## src/hw/rcl_pkg.sv

```systemverilog
/*
  Shared constants and state types for the reset sequencing and
  configuration latch block.
  Assumes one reference clock and a synchronous active-low logic reset.
*/
`default_nettype none

package rcl_pkg;

  // configuration word width; the word layout is decoded elsewhere
  localparam int CFG_W = 16;

  // synchroniser lanes: three reset pins then the configuration word
  localparam int SYN_POR = 0;
  localparam int SYN_HRD = 1;
  localparam int SYN_SRT = 2;
  localparam int SYN_CFG = 3;
  localparam int SYN_W = SYN_CFG + CFG_W;

  // reset request minimum width and stretch length, in reference cycles
  localparam logic [2:0] MIN_W = 3'h4;
  localparam logic [12:0] STRETCH = 13'h1000;

  typedef struct packed {
    logic [SYN_W-1:0] ff1;
    logic [SYN_W-1:0] ff2;
  } rcl_sync_s;

  // reset lanes read as asserted and the word lanes as zero until real samples arrive
  localparam rcl_sync_s RCL_SYNC_RST = '0;

  typedef struct packed {
    logic por_seen;
    logic por_valid;
    logic [2:0] por_wcnt;
    logic [2:0] hrd_wcnt;
    logic [2:0] srt_wcnt;
    logic [12:0] pin_cnt;
    logic [12:0] int_cnt;
    logic [2:0] drv_hist;
    logic int_hrst;
    logic int_srst;
    logic [CFG_W-1:0] cfg;
  } rcl_state_s;

  localparam rcl_state_s RCL_ST_RST = '0;

endpackage

`default_nettype wire

```

## src/hw/rcl_sync_if.sv

```systemverilog
/*
  Carrier between the sequencer and its pin synchroniser.
  Assumes both ends sit on the same reference clock.
*/
`default_nettype none

interface rcl_sync_if;
  import rcl_pkg::*;
  logic [SYN_W-1:0] raw;
  logic [SYN_W-1:0] sync;
  modport src (output raw, input sync);
  modport syn (input raw, output sync);
endinterface

`default_nettype wire

```

## src/hw/rcl_sync.sv

```systemverilog
/*
  Two-flop synchroniser for the reset pins and configuration word pins.
  Assumes pins are asynchronous to clk; rst_b is synchronous active low.
*/
`default_nettype none

module rcl_sync
  import rcl_pkg::*;
(
  // clock and reset
  input wire logic clk,
  input wire logic rst_b,
  // pin lanes
  rcl_sync_if.syn sif
);

  rcl_sync_s st;
  rcl_sync_s next_st;

  // first stage feeds only the second stage
  always_comb
  begin
    next_st = st;
    next_st.ff1 = sif.raw;
    next_st.ff2 = st.ff1;
  end

  always_ff @(posedge clk)
  begin
    if (!rst_b)
      st <= RCL_SYNC_RST;
    else
      st <= next_st;
  end

  assign sif.sync = st.ff2;
endmodule // rcl_sync

`default_nettype wire

```

## src/hw/rcl_top.sv

```systemverilog
/*
  Reset sequencer and configuration word latch: accepts power-on, hard and
  soft reset pins, stretches pin and internal resets, and freezes the
  configuration word when reset ends.
  Assumes the reference clock on clk and open-drain reset pins resolved
  outside; rst_b is a synchronous active-low logic reset.
*/
// Summary of operation
// - three active-low open-drain reset pins, async; requests need four cycles low, except the first power-on after logic reset
// - after power-on release, hard and soft pins stay low 4096 cycles
// - valid hard request release stretches internal resets 4096 cycles
// - later power-on pulses need only the four-cycle minimum width
// - config word sampled every edge while hard or power-on reset active
// - config word frozen once both hard and power-on resets are high
// - hard pin driven low by power-on reset without any clock
`default_nettype none

module rcl_top
  import rcl_pkg::*;
(
  // clock and logic reset
  input wire logic clk,
  input wire logic rst_b,
  // power-on reset pin
  input wire logic power_on_reset_n_in,
  output logic power_on_reset_n_out,
  output logic power_on_reset_n_oe,
  // hard reset pin
  input wire logic hard_reset_n_in,
  output logic hard_reset_n_out,
  output logic hard_reset_n_oe,
  // soft reset pin
  input wire logic soft_reset_n_in,
  output logic soft_reset_n_out,
  output logic soft_reset_n_oe,
  // configuration word pins and latched word
  input wire logic [CFG_W-1:0] cfg_pins,
  output logic [CFG_W-1:0] cfg_word,
  // internal resets
  output logic int_hard_reset_n,
  output logic int_soft_reset_n
);

  rcl_sync_if sif ();

  rcl_state_s st;
  rcl_state_s next_st;
  logic por_low;
  logic hrd_low;
  logic srt_low;
  logic own_drv;
  logic ext_h;
  logic ext_s;
  logic por_rel;
  logic hrd_rel;
  logic pin_hold;

  assign sif.raw = {cfg_pins, soft_reset_n_in, hard_reset_n_in, power_on_reset_n_in};

  rcl_sync u_sync (
    .clk(clk),
    .rst_b(rst_b),
    .sif(sif)
  );

  always_comb
  begin
    next_st = st;
    por_low = ~sif.sync[SYN_POR];
    hrd_low = ~sif.sync[SYN_HRD];
    srt_low = ~sif.sync[SYN_SRT];
    // our own pin drive echoes back through the synchroniser for a while
    own_drv = st.por_valid | (st.pin_cnt != 13'h0000) | (st.drv_hist != 3'h0);
    // a refused power-on pulse also drives the pins, so its echo is masked too
    next_st.drv_hist = {st.drv_hist[1:0], por_low | st.por_valid | (st.pin_cnt != 13'h0000)};
    ext_h = hrd_low & ~por_low & ~own_drv;
    ext_s = srt_low & ~por_low & ~own_drv;

    // power-on width: first one after logic reset is taken at once
    if (por_low)
    begin
      next_st.por_wcnt = (st.por_wcnt == MIN_W) ? MIN_W : st.por_wcnt + 3'h1;
    end
    else
    begin
      next_st.por_wcnt = 3'h0;
    end
    if (por_low && (!st.por_seen || next_st.por_wcnt == MIN_W))
    begin
      next_st.por_valid = 1'b1;
    end
    por_rel = st.por_valid & ~por_low;

    // hard and soft request widths, ignored while we drive the pins
    if (ext_h)
    begin
      next_st.hrd_wcnt = (st.hrd_wcnt == MIN_W) ? MIN_W : st.hrd_wcnt + 3'h1;
    end
    else
    begin
      next_st.hrd_wcnt = 3'h0;
    end
    if (ext_s)
    begin
      next_st.srt_wcnt = (st.srt_wcnt == MIN_W) ? MIN_W : st.srt_wcnt + 3'h1;
    end
    else
    begin
      next_st.srt_wcnt = 3'h0;
    end
    hrd_rel = (st.hrd_wcnt == MIN_W) & ~hrd_low;

    // pin stretch after power-on release
    if (por_rel)
    begin
      next_st.por_valid = 1'b0;
      next_st.por_seen = 1'b1;
      next_st.pin_cnt = STRETCH;
    end
    else if (st.pin_cnt != 13'h0000)
    begin
      next_st.pin_cnt = st.pin_cnt - 13'h0001;
    end

    // internal stretch after power-on or valid hard release
    if (por_rel || hrd_rel)
    begin
      next_st.int_cnt = STRETCH;
    end
    else if (st.int_cnt != 13'h0000)
    begin
      next_st.int_cnt = st.int_cnt - 13'h0001;
    end

    next_st.int_hrst = next_st.por_valid | (next_st.int_cnt != 13'h0000) | (next_st.hrd_wcnt == MIN_W);
    next_st.int_srst = next_st.int_hrst | (next_st.srt_wcnt == MIN_W);

    // the word keeps the last synchronised value once both resets are high
    if (por_low || hrd_low)
    begin
      next_st.cfg = sif.sync[SYN_CFG +: CFG_W];
    end
  end

  always_ff @(posedge clk)
  begin
    if (!rst_b)
      st <= RCL_ST_RST;
    else
      st <= next_st;
  end

  // raw power-on pin gates the hard drive directly so no clock is needed;
  // a glitch on it reaches the pin unfiltered
  // synchronised low bridges the cycles between a raw release and por_valid,
  // so an accepted pulse never lets the pins blink high
  assign pin_hold = ~sif.sync[SYN_POR] | st.por_valid | (st.pin_cnt != 13'h0000);
  assign hard_reset_n_oe = ~power_on_reset_n_in | pin_hold;
  assign soft_reset_n_oe = ~power_on_reset_n_in | pin_hold;
  assign hard_reset_n_out = 1'b0;
  assign soft_reset_n_out = 1'b0;
  // power-on pin is never driven by this end
  assign power_on_reset_n_out = 1'b0;
  assign power_on_reset_n_oe = 1'b0;
  assign cfg_word = st.cfg;
  assign int_hard_reset_n = ~st.int_hrst;
  assign int_soft_reset_n = ~st.int_srst;
endmodule // rcl_top

`default_nettype wire

```

## config.mk

```make
export PLATFORM = sky130hd
export DESIGN_NAME = rcl_top
export DESIGN_NICKNAME = d
export VERILOG_FILES = /design/src/hw/rcl_pkg.sv /design/src/hw/rcl_sync_if.sv /design/src/hw/rcl_sync.sv /design/src/hw/rcl_top.sv
export SDC_FILE = /design/constraint.sdc
export NUM_CORES = 1
export LEC_CHECK = 0
export ABC_AREA = 1
export BUFFER_PORTS_ARGS = -buffer_cell sky130_fd_sc_hd__buf_2
export CAP_MARGIN = 20
export CORE_ASPECT_RATIO = 0.6
export CORE_MARGIN = 2
export CORE_UTILIZATION = 35
export CTS_CLUSTER_DIAMETER = 80
export DETAILED_ROUTE_END_ITERATION = 10
export GPL_ROUTABILITY_DRIVEN = 0
export PLACE_DENSITY = 0.6
export SKIP_CTS_REPAIR_TIMING = 1
export SLEW_MARGIN = 20
export SYNTH_ARGS = -nofsm -noshare
export SYNTH_HDL_FRONTEND = slang
export SYNTH_HIERARCHICAL = 1
export SYNTH_SLANG_ARGS = --single-unit
```

## constraint.sdc

```tcl
create_clock -name clk -period 1.65 [get_ports clk]
set_input_delay 0.2475 -clock clk [delete_from_list [all_inputs] [get_ports clk]]
set_output_delay 0.2475 -clock clk [all_outputs]
set_load 0.02 [all_outputs]
```

== Word-level counts from Yosys, hierarchy flattened ==
Cells that the tools add are included.

* Muxes and demuxes: 12
* Bitwise gates (word level): 22
* Order comparisons: 0
* $mul: 0
* Reductions and logical operators: 11
* Equality and inequality tests: 6
* Shifts and indexed selects: 0
* Add/subtract/negate cells: 5
* Divide/modulo/power cells: 0

{| class="wikitable"
|+ Operator list
! kind !! count
|-
| 2-to-1 mux 13 bit || 4
|-
| nonzero test 13 bit || 3
|-
| subtractor 13 x 1 -> 13 bit (second input constant) || 2
|-
| equality test 3 bit (second input constant) || 6
|-
| 2-to-1 mux 3 bit || 6
|-
| adder 3 x 1 -> 3 bit (second input constant) || 3
|-
| NOT 1 bit || 8
|-
| OR 1 bit || 8
|-
| bitwise AND 1 bit || 6
|-
| logical OR 1 bit || 3
|-
| nonzero test 3 bit || 1
|-
| 2-to-1 mux 1 bit || 2
|-
| nonzero test 2 bit || 1
|-
| OR reduction 2 bit || 1
|-
| logical AND 1 bit || 1
|-
| logical NOT 1 bit || 1
|}

* Logic and storage cells: 70
* Output and inout bits: 24
* Memories: 0
* Input bits: 21
* Bits in registers: 96
* ROM bits: 0
* Latch bits: 0
* RAM bits: 0

== Logic depth before layout (Yosys ltp) ==
Gate-level depths: netlist (run 1).

* Depth after elaboration: 11
* Gate-level depth with buffers: 15
* Depth with buffers taken out: 15

== Cells and area by module ==
The synthesis (run 1) kept the hierarchy.

{| class="wikitable"
|+ Modules (own cells, without submodules)
! module !! cells an instance !! area an instance (um^2) !! instances !! seq. area each (um^2)
|-
| rcl_top || 422 || 2944.1 || 1 || 1161.1
|-
| rcl_sync || 118 || 1081.0 || 1 || 760.7
|}

== Worst setup path before layout (run 1) ==
No wires, ideal clock.

* Path type: register -> output
* Start: register st[34] (netlist bit)
* End: output port soft_reset_n_oe
* Arrival time: 1.463 ns
* Setup slack: -0.061 ns
* Data required time: 1.402 ns
* Cell stages (with the launch flop): 9
* Buffers on the path: 1
* Cells stage by stage: dfxtp_1 -> inv_1 -> ha_1 -> nand2_1 -> nor2_1 -> nand2_4 -> nor3_4 -> nand2_1 -> buf_4

* Cells in the longest elaborated chain, start to end: 3

{| class="wikitable"
|+ Ends and longest elaborated chain
! element !! RTL line !! text
|-
| start, declared || rcl_top.sv:46 || <nowiki>rcl_state_s st;</nowiki>
|-
| start signal, assigned || rcl_top.sv:150 || <nowiki>st <= next_st;</nowiki>
|-
| nonzero test 13 bit || rcl_top.sv:157 || <nowiki>assign pin_hold = ~sif.sync[SYN_POR] | st.por_valid | (st.pin_cnt != 13'h0000);</nowiki>
|-
| OR 1 bit || rcl_top.sv:157 ||
|-
| OR 1 bit || - ||
|-
| end, declared || rcl_top.sv:35 || <nowiki>output logic soft_reset_n_oe,</nowiki>
|}

Every way passes these cells.

== Worst setup path in the final report (run 1) ==
* Start: register st[35] (netlist bit)
* End: output port soft_reset_n_oe

* Cells in the longest elaborated chain, start to end: 3

{| class="wikitable"
|+ Ends and longest elaborated chain
! element !! RTL line !! text
|-
| nonzero test 13 bit || rcl_top.sv:157 ||
|-
| OR 1 bit || rcl_top.sv:157 ||
|-
| OR 1 bit || rcl_top.sv:159 || <nowiki>assign soft_reset_n_oe = ~power_on_reset_n_in | pin_hold;</nowiki>
|}

Every way passes these cells.

==> impl_results.md, run 1 <==
- Final WL: 8.66 mm
- Global-route wire length before repair: 13.3 mm
- Mean Syn Cell Area: 7.45 µm²
- Hold WC Path Type: in -> reg
- Clock buffer depth: 2
- Worst-Skew Late Latency: 0.34 ns
- Die Wd: 142 µm
- CP max stage delay: 0.32 ns
- Critical path, cell by cell: inv_2 -> ha_4 -> nand2_4 -> nor2_4 -> nand2_4 -> nor3_4 -> nand2_2 -> buf_6
- Hold_ws: 0.0805 ns
- Final setup violation count: 5
- Initial antenna violation count: 0
- Most common cell in the netlist: nand2_1
- Fraction of layout cells with a size suffix above 1: 33.7%
- CP top delay family: simple AND/OR/NAND/NOR gates
- CTS tree: built
- Post-synth EDFFs: 0
- Drt pass-1 iters: 5
- WS Path Type: reg -> out
- Area Overhead vs Synth: 31.7%
- Clock sink count: 96
- Fin crit period: 1.92 ns
- Largest net degree at the start of global routing: 41
- DR WL/cell: 11.2 µm
- Total track usage: 13.4%
- GR Overflow Total: 0
- Asr flop ratio synth: 0%
- WP data required: 1.40 ns
- R2R Setup Slk: -0.16 ns
- R2R Path End: st[16]
- Library cells used by synthesis: 32
- # nets final: 652
- Antenna Nets Post-Route: 0
- Final Hold Viols: 0
- Top cells by area, synth: dfxtp_1 48%, nand2_1 11%, nor2_1 8.5%
- Worst slew pin tran: 0.528 ns
- Crit. End Element: output pin
- Min-Delay Path Depth: 3
- Reg2reg start: st[35]
- Iteration-0 DRC Markers: 213
- Maxcap violations: 0
- Die Height: 87.1 µm
- Slowest-stage cell, CP: dfxtp_2
- PwrDens: 1860 nW/µm²
- Initial core utilization: 35.7%
- Run status: complete, but fails checks
- Via count: 3360
- Rows: 30
- Synth area leader: dfxtp_1
- Crit path from: st[35]
- HPWL after detailed placement: 5.67 mm
- Number of CTS-inserted buffers: 9
- Sequential share of the synthesized area: 47.7%
- Root Buffer: clkbuf_16
- Top cell type's share of synthesized area: 47.7%
- R2R cell count: 12
- Core ar.: 11300 µm²
- Max-slew headroom: 64.8%
- Skew final: 0.00611 ns
- Worst path bufs/invs: 2
- Synthesized cell area: 4030 µm²
- VDD IR max: 0.674 mV
- Pleak: 0.00271 µW
- Max Clk Rate: 0.522 GHz
- Synth warn: 6
- Worst-path maximum fanout: 3
- Critical Path Source Type: register
- Fillers: 1059
- Clk slew on worst S/H paths: 0.07 ns
- Primary FF master, synth: dfxtp_1
- Top post-synthesis cells by count: 120 x nand2_1, 96 x dfxtp_1, 91 x nor2_1
- Drt drc: 0
- Fin. max-slew vios: 0
- Worst path depth: 8
- CP most frequent cell: nand2_4
- Vias per Instance: 4.36
- Vias in the first global route: 2926
- Crit path DAT: 1.67 ns
- Full die area: 12400 µm²
- Worst slack, placed: -0.221 ns
- Boundary pin count: 45
- Pwr Total: 9870 µW
- Post-synthesis cell count: 540
- RSZ-0062 raised after global routing: yes
- Number of buffers added on ports: 40
- Final setup margin: -0.266 ns
- Final core occ: 47.1%
- Ant. Diodes: 0
- Fin crit share: 116%
- FF+latch count, synth: 96
- CP Capture Point: soft_reset_n_oe
- H-tree level count: 3
- Violated checks: negative setup slack
-- worst reg2reg max path, delay by kind of cell, from the launching register on --
| kind | cells | cell delay, ns |
|---|---|---|
| DFF | 1 | 0.32 |
| and+or+nand+nor | 9 | 1.05 |
| adders and majority gates | 1 | 0.15 |
| buffers and inverters | 2 | 0.19 |
-- area by class of cell --
class / count / area [µm²] / area share [%]
clock buffers: 10 / 239 / 4.51
well taps: 144 / 180 / 3.40
clock inverters: 6 / 72.6 / 1.37
flip-flops and latches: 96 / 1950 / 36.7
inverters: 87 / 344 / 6.49
repair buffers: 100 / 682 / 12.9
multi-input cells: 327 / 1840 / 34.7
-- cells in the final DEF (no fill, tap or decap), types with 10 or more instances in the layout --
cell	count
buf_2	38
buf_4	55
dfxtp_1	82
dfxtp_2	11
inv_1	72
inv_2	10
nand2_1	103
nand2_2	14
nand3_1	19
nor2_1	76
nor2_2	10
nor2_4	13
o21ai_0	20
-- worst min-delay path by stage --
stage / from / end / slack (ns)
3_3_place_gp: u_sync/next_st[6] / u_sync/sif.sync[6] / 0.39
4_1_cts: cfg_pins[12] / u_sync/next_st[15] / 0.07
3_5_place_dp: u_sync/next_st[17] / u_sync/sif.sync[17] / 0.40
5_1_grt: cfg_pins[14] / u_sync/next_st[17] / 0.08
2_1_floorplan: cfg_pins[14] / u_sync/next_st[17] / 0.34
6_report: cfg_pins[12] / u_sync/next_st[15] / 0.08
-- state kept, by name, indices dropped and copies added (netlist names) --
signal and count:
cfg_word 16, next_st 2, st 40, u_sync/next_st 19, u_sync/sif.sync 19
-- through the flow --
stage,area (µm²),TNS [ns],cells
final,5300,-0.831,770
after CTS,4800,-1.69,750
after global placement,4490,-0.231,734
after detailed placement,4490,-0.574,734
after floorplan,4040,0,543
after global routing,5300,-1.54,770
-- cells by family (layout without fill, tap and decap cells) --
logic type,Yosys count,after routing,share of synthesized area [%]
other,1,4,0.0932
AO/OA/AOI/OAI,36,36,4.73
AND/OR/NAND/NOR,270,271,29.1
XOR/XNOR,6,6,1.31
adder cells (fa/ha/maj),10,10,3.11
buffers and inverters,121,203,14.0
flip-flops,96,96,47.7
-- where the power goes --
group          switching [µW]  internal, µW  total [µW]
sequential                302          2680        2990
clock                     894          1240        2130
combinational            2560          2190        4750
-- layer usage --
| metal | share of wire [%] | global-route usage (%) |
|---|---|---|
| met1 | 52 | 19.1 |
| met2 | 42 | 19.3 |
| met3 | 4.5 | 3.90 |
| met4 | 1.6 | 4.86 |
| met5 | 0 | 0 |
Power figures use the tool's default switching activity.
==> inputs of run 2 (changes only) <==
--- a/config.mk
+++ b/config.mk
@@ -5,7 +5,6 @@
 export SDC_FILE = /design/constraint.sdc
 export NUM_CORES = 1
 export LEC_CHECK = 0
-export ABC_AREA = 1
 export BUFFER_PORTS_ARGS = -buffer_cell sky130_fd_sc_hd__buf_2
 export CAP_MARGIN = 20
 export CORE_ASPECT_RATIO = 0.6
==> run 2 against run 1 <==
  * The flow still finishes with violations (negative setup slack)
  * Hold slack gained 0.013 ns
  * Core utilization is 2.2 points higher
  * Global-route usage grew 1.1 points
  * First-iteration DRC count decreased by 44%
==> impl_results.md, run 2 <==
- Run status: complete, but fails checks
- Violated checks: negative setup slack
- DR WL/cell: 13.7 µm
- WP data required: 1.40 ns
- Reg2reg start: st[34]
- Core ar.: 10700 µm²
- Commonest non-fill, non-tap cell in the layout: dfxtp_1
- Primary FF master, synth: dfxtp_1
- Library cells used by synthesis: 53
- Top post-synthesis cells by count: 96 x dfxtp_1, 47 x nand2_1, 41 x and2_1
- RSZ-0062 raised after global routing: yes
- Max-slew headroom: 43.0%
- R2R Path End: st[16]
- Drt drc: 0
- Final WL: 8.91 mm
- Critical Path Source Type: register
- HPWL after detailed placement: 6.02 mm
- Top cell type's share of synthesized area: 49.2%
- PwrDens: 1960 nW/µm²
- Clock power share: 21.2%
- Clock buffer depth: 2
- Fin. max-slew vios: 0
- Fin crit share: 129%
- Area taken by multi-input logic gates: 2040 µm²
- Area Overhead vs Synth: 34.9%
- Final setup violation count: 22
- Post-synthesis cell count: 420
- FF+latch count, synth: 96
- Pwr Total: 10300 µW
- CP most frequent cell: buf_6
- Post-synth EDFFs: 0
- Top cells by area, synth: dfxtp_1 49%, and2_1 6.6%, nand2_1 4.5%
- GR Overflow Total: 0
- Iteration-0 DRC Markers: 120
- Worst slew pin tran: 0.854 ns
- Antenna Nets Post-Route: 0
- NetSw: 3710 µW
- Pint: 6630 µW
- Max Clk Rate: 0.470 GHz
- Skew final: 0.00625 ns
- Number of CTS-inserted buffers: 9
- Global-route wire length before repair: 13.8 mm
- Pleak: 0.00218 µW
- Placed insts: 624
- Clock sink count: 96
- CP max stage delay: 0.47 ns
- Sequential share of the synthesized area: 49.2%
- Worst slack, placed: -0.270 ns
- R2R Setup Slk: -0.37 ns
- Synth area leader: dfxtp_1
- Full die area: 12000 µm²
- Sequential cell area: 1940 µm²
- Clk slew on worst S/H paths: 0.07 ns
- WS Path Type: reg -> out
- Fillers: 955
- Sw Ratio: 35.9%
- Boundary pin count: 45
- Total track usage: 14.6%
- Worst Hold End: u_sync/next_st[17]
- Sequential Power Share: 29.6%
- Largest net degree at the start of global routing: 26
- Root Buffer: clkbuf_16
- Power share of the combinational group: 49.3%
- Maxcap violations: 0
- Worst-Skew Late Latency: 0.35 ns
- Die Wd: 140 µm
- H-tree level count: 3
- Number of flip-flops in the largest register: 40
- R2R cell count: 8
- Number of buffers added on ports: 40
- Vias per Instance: 4.70
- Mean Syn Cell Area: 9.30 µm²
- Critical path, cell by cell: inv_2 -> ha_4 -> or4b_4 -> nor3_4 -> buf_6 -> nand2_4 -> buf_6
- Hold WC Path Type: in -> reg
- Final Hold Viols: 0
- Fin crit period: 2.13 ns
- Synth warn: 6
- Initial core utilization: 36.5%
- Die Height: 85.8 µm
- # nets final: 535
- Synthesized cell area: 3910 µm²
- Asr flop ratio synth: 0%
- Via count: 3047
- Biggest register: st
- HP Start: cfg_pins[14]
- Drt pass-1 iters: 4
- Ant. Diodes: 0
- CTS tree: built
- Worst path bufs/invs: 3
- Most common cell in the netlist: dfxtp_1
- Crit. End Element: output pin
- Worst-path maximum fanout: 2
- Initial antenna violation count: 0
- Crit path DAT: 1.88 ns
- Min-Delay Path Depth: 2
- Final setup margin: -0.478 ns
- Commonest cells after routing, fill and taps aside: 89 x dfxtp_1, 61 x buf_4, 42 x nand2_1
- VDD IR max: 0.712 mV
- Fraction of layout cells with a size suffix above 1: 37.7%
- Vias in the first global route: 2899
- Slowest-stage cell, CP: or4b_4
- CP top delay family: simple AND/OR/NAND/NOR gates
- Finished Layout Cells: 648
- Rows: 29
run 2: cell count changes in the layout (fill, tap and decap cells not counted), sizes merged, moves of 7 or more:
| cell | previous run | this run |
|---|---|---|
| buf | 100 | 107 |
| inv | 90 | 19 |
| a21oi | 11 | 30 |
| o21ai | 24 | 10 |
| nor3 | 13 | 20 |
| nor2 | 99 | 29 |
| and2 | 1 | 41 |
| nand3 | 25 | 3 |
| nand2 | 125 | 48 |
run 2: kinds of logic (layout without fill, tap and decap cells):
logic type	count (synthesis)	count (layout)	synth area share [%]
and+or+nand+nor	184	184	26.1
DFF	96	96	49.2
AOI/OAI and AO/OA	61	61	9.90
buffers and inverters	52	138	7.78
xor gates and xnor gates	13	13	2.91
adders and majority gates	10	10	3.20
muxes	3	3	0.769
other	1	4	0.0960
run 2: worst max path at each step:
stage,start,cells past startpoint,to
global route,st[34],7,hard_reset_n_oe
floorplan,st[22],9,st[16]
global placement,st[22],8,st[16]
detailed placement,st[35],8,st[16]
CTS,st[35],7,hard_reset_n_oe
finish,st[34],7,hard_reset_n_oe
run 2: cell type report:
class                           count  share of cell area (%)
Clock buffer                       10                    4.53
Clock inverter                      6                    1.50
Inverter                           15                    1.21
Multi-Input combinational cell    275                    38.7
Sequential cell                    96                    36.8
Tap cell                          139                    3.30
Timing Repair Buffer              107                    14.0
run 2: per-stage QoR:
step                TNS [ns]  cell area (µm²)  util, %  hold slack [ns]
global route           -6.02             5270     49.2           0.0861
floorplan              -1.10             4010        -            0.369
finish                 -3.73             5270     49.2           0.0937
detailed placement     -2.87             4570     42.7            0.417
global placement       -2.25             4570     42.7            0.414
CTS                    -4.23             4890     45.7           0.0854
run 2: power groups by stage:
| stage | Sequential [µW] | Combinational, µW | Clock [µW] |
|---|---|---|---|
| after floorplan | 2980 | 2380 | 0 |
| after global placement | 3010 | 3910 | 0 |
| after detailed placement | 3010 | 3940 | 0 |
| after CTS | 2970 | 3960 | 2240 |
| after global routing | 3100 | 5480 | 2350 |
| final | 3060 | 5100 | 2190 |
run 2: per-layer routing:
| layer | vias to the layer above | share of wire [%] | track usage, % | wire [µm] |
|---|---|---|---|---|
| li1 | 1566 | - | - | - |
| met1 | 1382 | 50 | 19.8 | 4410 |
| met2 | 81 | 43 | 21.1 | 3820 |
| met3 | 18 | 5.7 | 6.03 | 509 |
| met4 | 0 | 1.9 | 4.68 | 165 |
| met5 | - | 0 | 0 | 0 |
==> inputs of run 3 (changes only) <==
--- a/config.mk
+++ b/config.mk
@@ -11,6 +11,7 @@
 export CORE_MARGIN = 2
 export CORE_UTILIZATION = 35
 export CTS_CLUSTER_DIAMETER = 80
+export CTS_CLUSTER_SIZE = 20
 export DETAILED_ROUTE_END_ITERATION = 10
 export GPL_ROUTABILITY_DRIVEN = 0
 export PLACE_DENSITY = 0.6
==> constraint.sdc (replaced) <==
create_clock -name clk -period 1.65 [get_ports clk]
set_input_delay 0.2475 -clock clk [delete_from_list [all_inputs] [get_ports clk]]
set_output_delay 0.2475 -clock clk [all_outputs]
set_load 0.005 [all_outputs]
==> run 3 against run 2 <==
  * The flow still finishes with violations (negative setup slack)
  * Design area up 2.3%
  * Clock power shrank 11%
  * Fmax down 0.52%
  * Wire length is 0.17% higher
  * First-iteration DRC count up 16%
  * Sequential share of layout area decreased by 0.80 points
  * Critical path type unchanged
  * Critical endpoint unchanged
==> impl_results.md, run 3 (same netlist as run 2, synthesis figures left out) <==
- PwrDens: 1950 nW/µm²
- Number of CTS-inserted buffers: 9
- Final setup violation count: 23
- Drt drc: 0
- Violated checks: negative setup slack
- NetSw: 3770 µW
- Vias per Instance: 4.73
- CTS tree: built
- Full die area: 12000 µm²
- Run status: complete, but fails checks
- Biggest register: st
- Fin. max-slew vios: 0
- Fraction of layout cells with a size suffix above 1: 39.8%
- Max layer used: met4
- DP Area: 4620 µm²
- Metal2 WL: 3.92 mm
- Initial antenna violation count: 0
- CP most frequent cell: buf_6
- RSZ-0062 raised after global routing: yes
- Clock power share: 18.6%
- Fin crit share: 130%
- Final core occ: 50.4%
- Number of flip-flops in the largest register: 40
- Final WL: 8.92 mm
- Worst slew pin tran: 0.543 ns
- Pint: 6740 µW
- Boundary pin count: 45
- Clk slew on worst S/H paths: 0.07 ns
- Final Hold Viols: 0
- HPWL after detailed placement: 6.16 mm
- Sequential Power Share: 28.9%
- WS Path Type: reg -> out
- Antenna Nets Post-Route: 0
- Final setup margin: -0.489 ns
- Number of buffers added on ports: 40
- Drt pass-1 iters: 4
- Total track usage: 14.7%
- Commonest non-fill, non-tap cell in the layout: dfxtp_1
- Area Overhead vs Synth: 38.0%
- WP data required: 1.40 ns
- Ant. Diodes: 0
- DR WL/cell: 13.6 µm
- Maxcap violations: 0
- Power share of the combinational group: 52.4%
- Fin crit period: 2.14 ns
- GR Overflow Total: 0
- Hold WC Path Type: in -> reg
- Clock buffer depth: 2
- Worst-path maximum fanout: 2
- Crit. End Element: output pin
- Root Buffer: clkbuf_16
- Global-route wire length before repair: 14.0 mm
- Critical path, cell by cell: inv_2 -> ha_4 -> or4b_4 -> nor3_4 -> buf_6 -> nand2_4 -> buf_6
- # nets final: 543
- Rows: 29
- Worst-Skew Late Latency: 0.34 ns
- Crit path DAT: 1.89 ns
- Commonest cells after routing, fill and taps aside: 88 x dfxtp_1, 60 x buf_4, 41 x and2_1
- Core ar.: 10700 µm²
- Die Wd: 140 µm
- VDD IR max: 0.773 mV
- Sw Ratio: 35.9%
- Fin area: 5390 µm²
- Pleak: 0.00223 µW
- Iteration-0 DRC Markers: 139
- Via count: 3105
- Vias in the first global route: 2924
- CP max stage delay: 0.47 ns
- Critical Path Source Type: register
- Max-slew headroom: 63.5%
- Largest net degree at the start of global routing: 31
- Max Clk Rate: 0.468 GHz
- Die Height: 85.8 µm
- Wl on met1: 4.35 mm
- Clock sink count: 96
- Met3 wire len: 590 µm
- Skew final: 0.00534 ns
- Initial core utilization: 36.5%
- H-tree level count: 3
- Slowest-stage cell, CP: or4b_4
## run 3: changes by cell type in the layout (fill, tap and decap cells not counted), moves of 2 or more
cell,delta
buf_12,+3
nor2_2,-3
nor3_4,-3
o21ai_0,+2
nor4_1,-3
nor4_2,+2
buf_6,+6
nor3_2,+2
nor2_4,+2
nand2_1,-2
## run 3: metal layers
layer / up-vias / GRT usage (%)
met3: 7 / 4.97
met1: 1447 / 20.8
met2: 73 / 20.8
met4: 0 / 5.33
met5: - / 0
li1: 1578 / -
## run 3: power groups by stage
| stage | Sequential [µW] | Clock [µW] | Combinational, µW |
|---|---|---|---|
| 2_1_floorplan | 2980 | 0 | 2360 |
| 3_3_place_gp | 2990 | 0 | 3990 |
| 3_5_place_dp | 3000 | 0 | 4070 |
| 4_1_cts | 2950 | 2010 | 4090 |
| 5_1_grt | 3080 | 2120 | 5940 |
| 6_report | 3040 | 1960 | 5510 |
## run 3: worst paths after layout
path / startpoint / cells past startpoint / end / slack (ns)
setup / recovery: st[34] / 7 / hard_reset_n_oe / -0.49
hold / removal: cfg_pins[14] / 2 / u_sync/next_st[17] / 0.10
setup reg to reg: st[34] / 7 / st[50] / -0.39
hold reg to reg: u_sync/next_st[17] / 1 / u_sync/sif.sync[17] / 0.43
## run 3: per-stage QoR
stage	TNS [ns]	total power [µW]	instances	hold slack (ns)	worst slack, ns
after floorplan	-1.00	5340	423	0.369	-0.172
after detailed placement	-3.52	7070	626	0.418	-0.294
after global routing	-6.59	11100	656	0.0925	-0.544
after CTS	-4.70	9060	642	0.0909	-0.505
after global placement	-2.29	6980	626	0.415	-0.254
final	-4.31	10500	656	0.100	-0.489
## run 3: worst max-delay path: cells and delay by family (launching register included)
| family | cells | cell delay, ns |
|---|---|---|
| adder cells (fa/ha/maj) | 1 | 0.14 |
| buffers and inverters | 3 | 0.33 |
| flip-flops | 1 | 0.33 |
| AND/OR/NAND/NOR | 3 | 0.76 |
## run 3: area by class of cell
class	instances	area (µm²)
tap	139	174
clock inverter	6	51.3
sequential	96	1940
fill	947	5310
clock buffer	10	229
timing repair buffer	115	858
inverter	15	63.8
multi-input combinational	275	2080
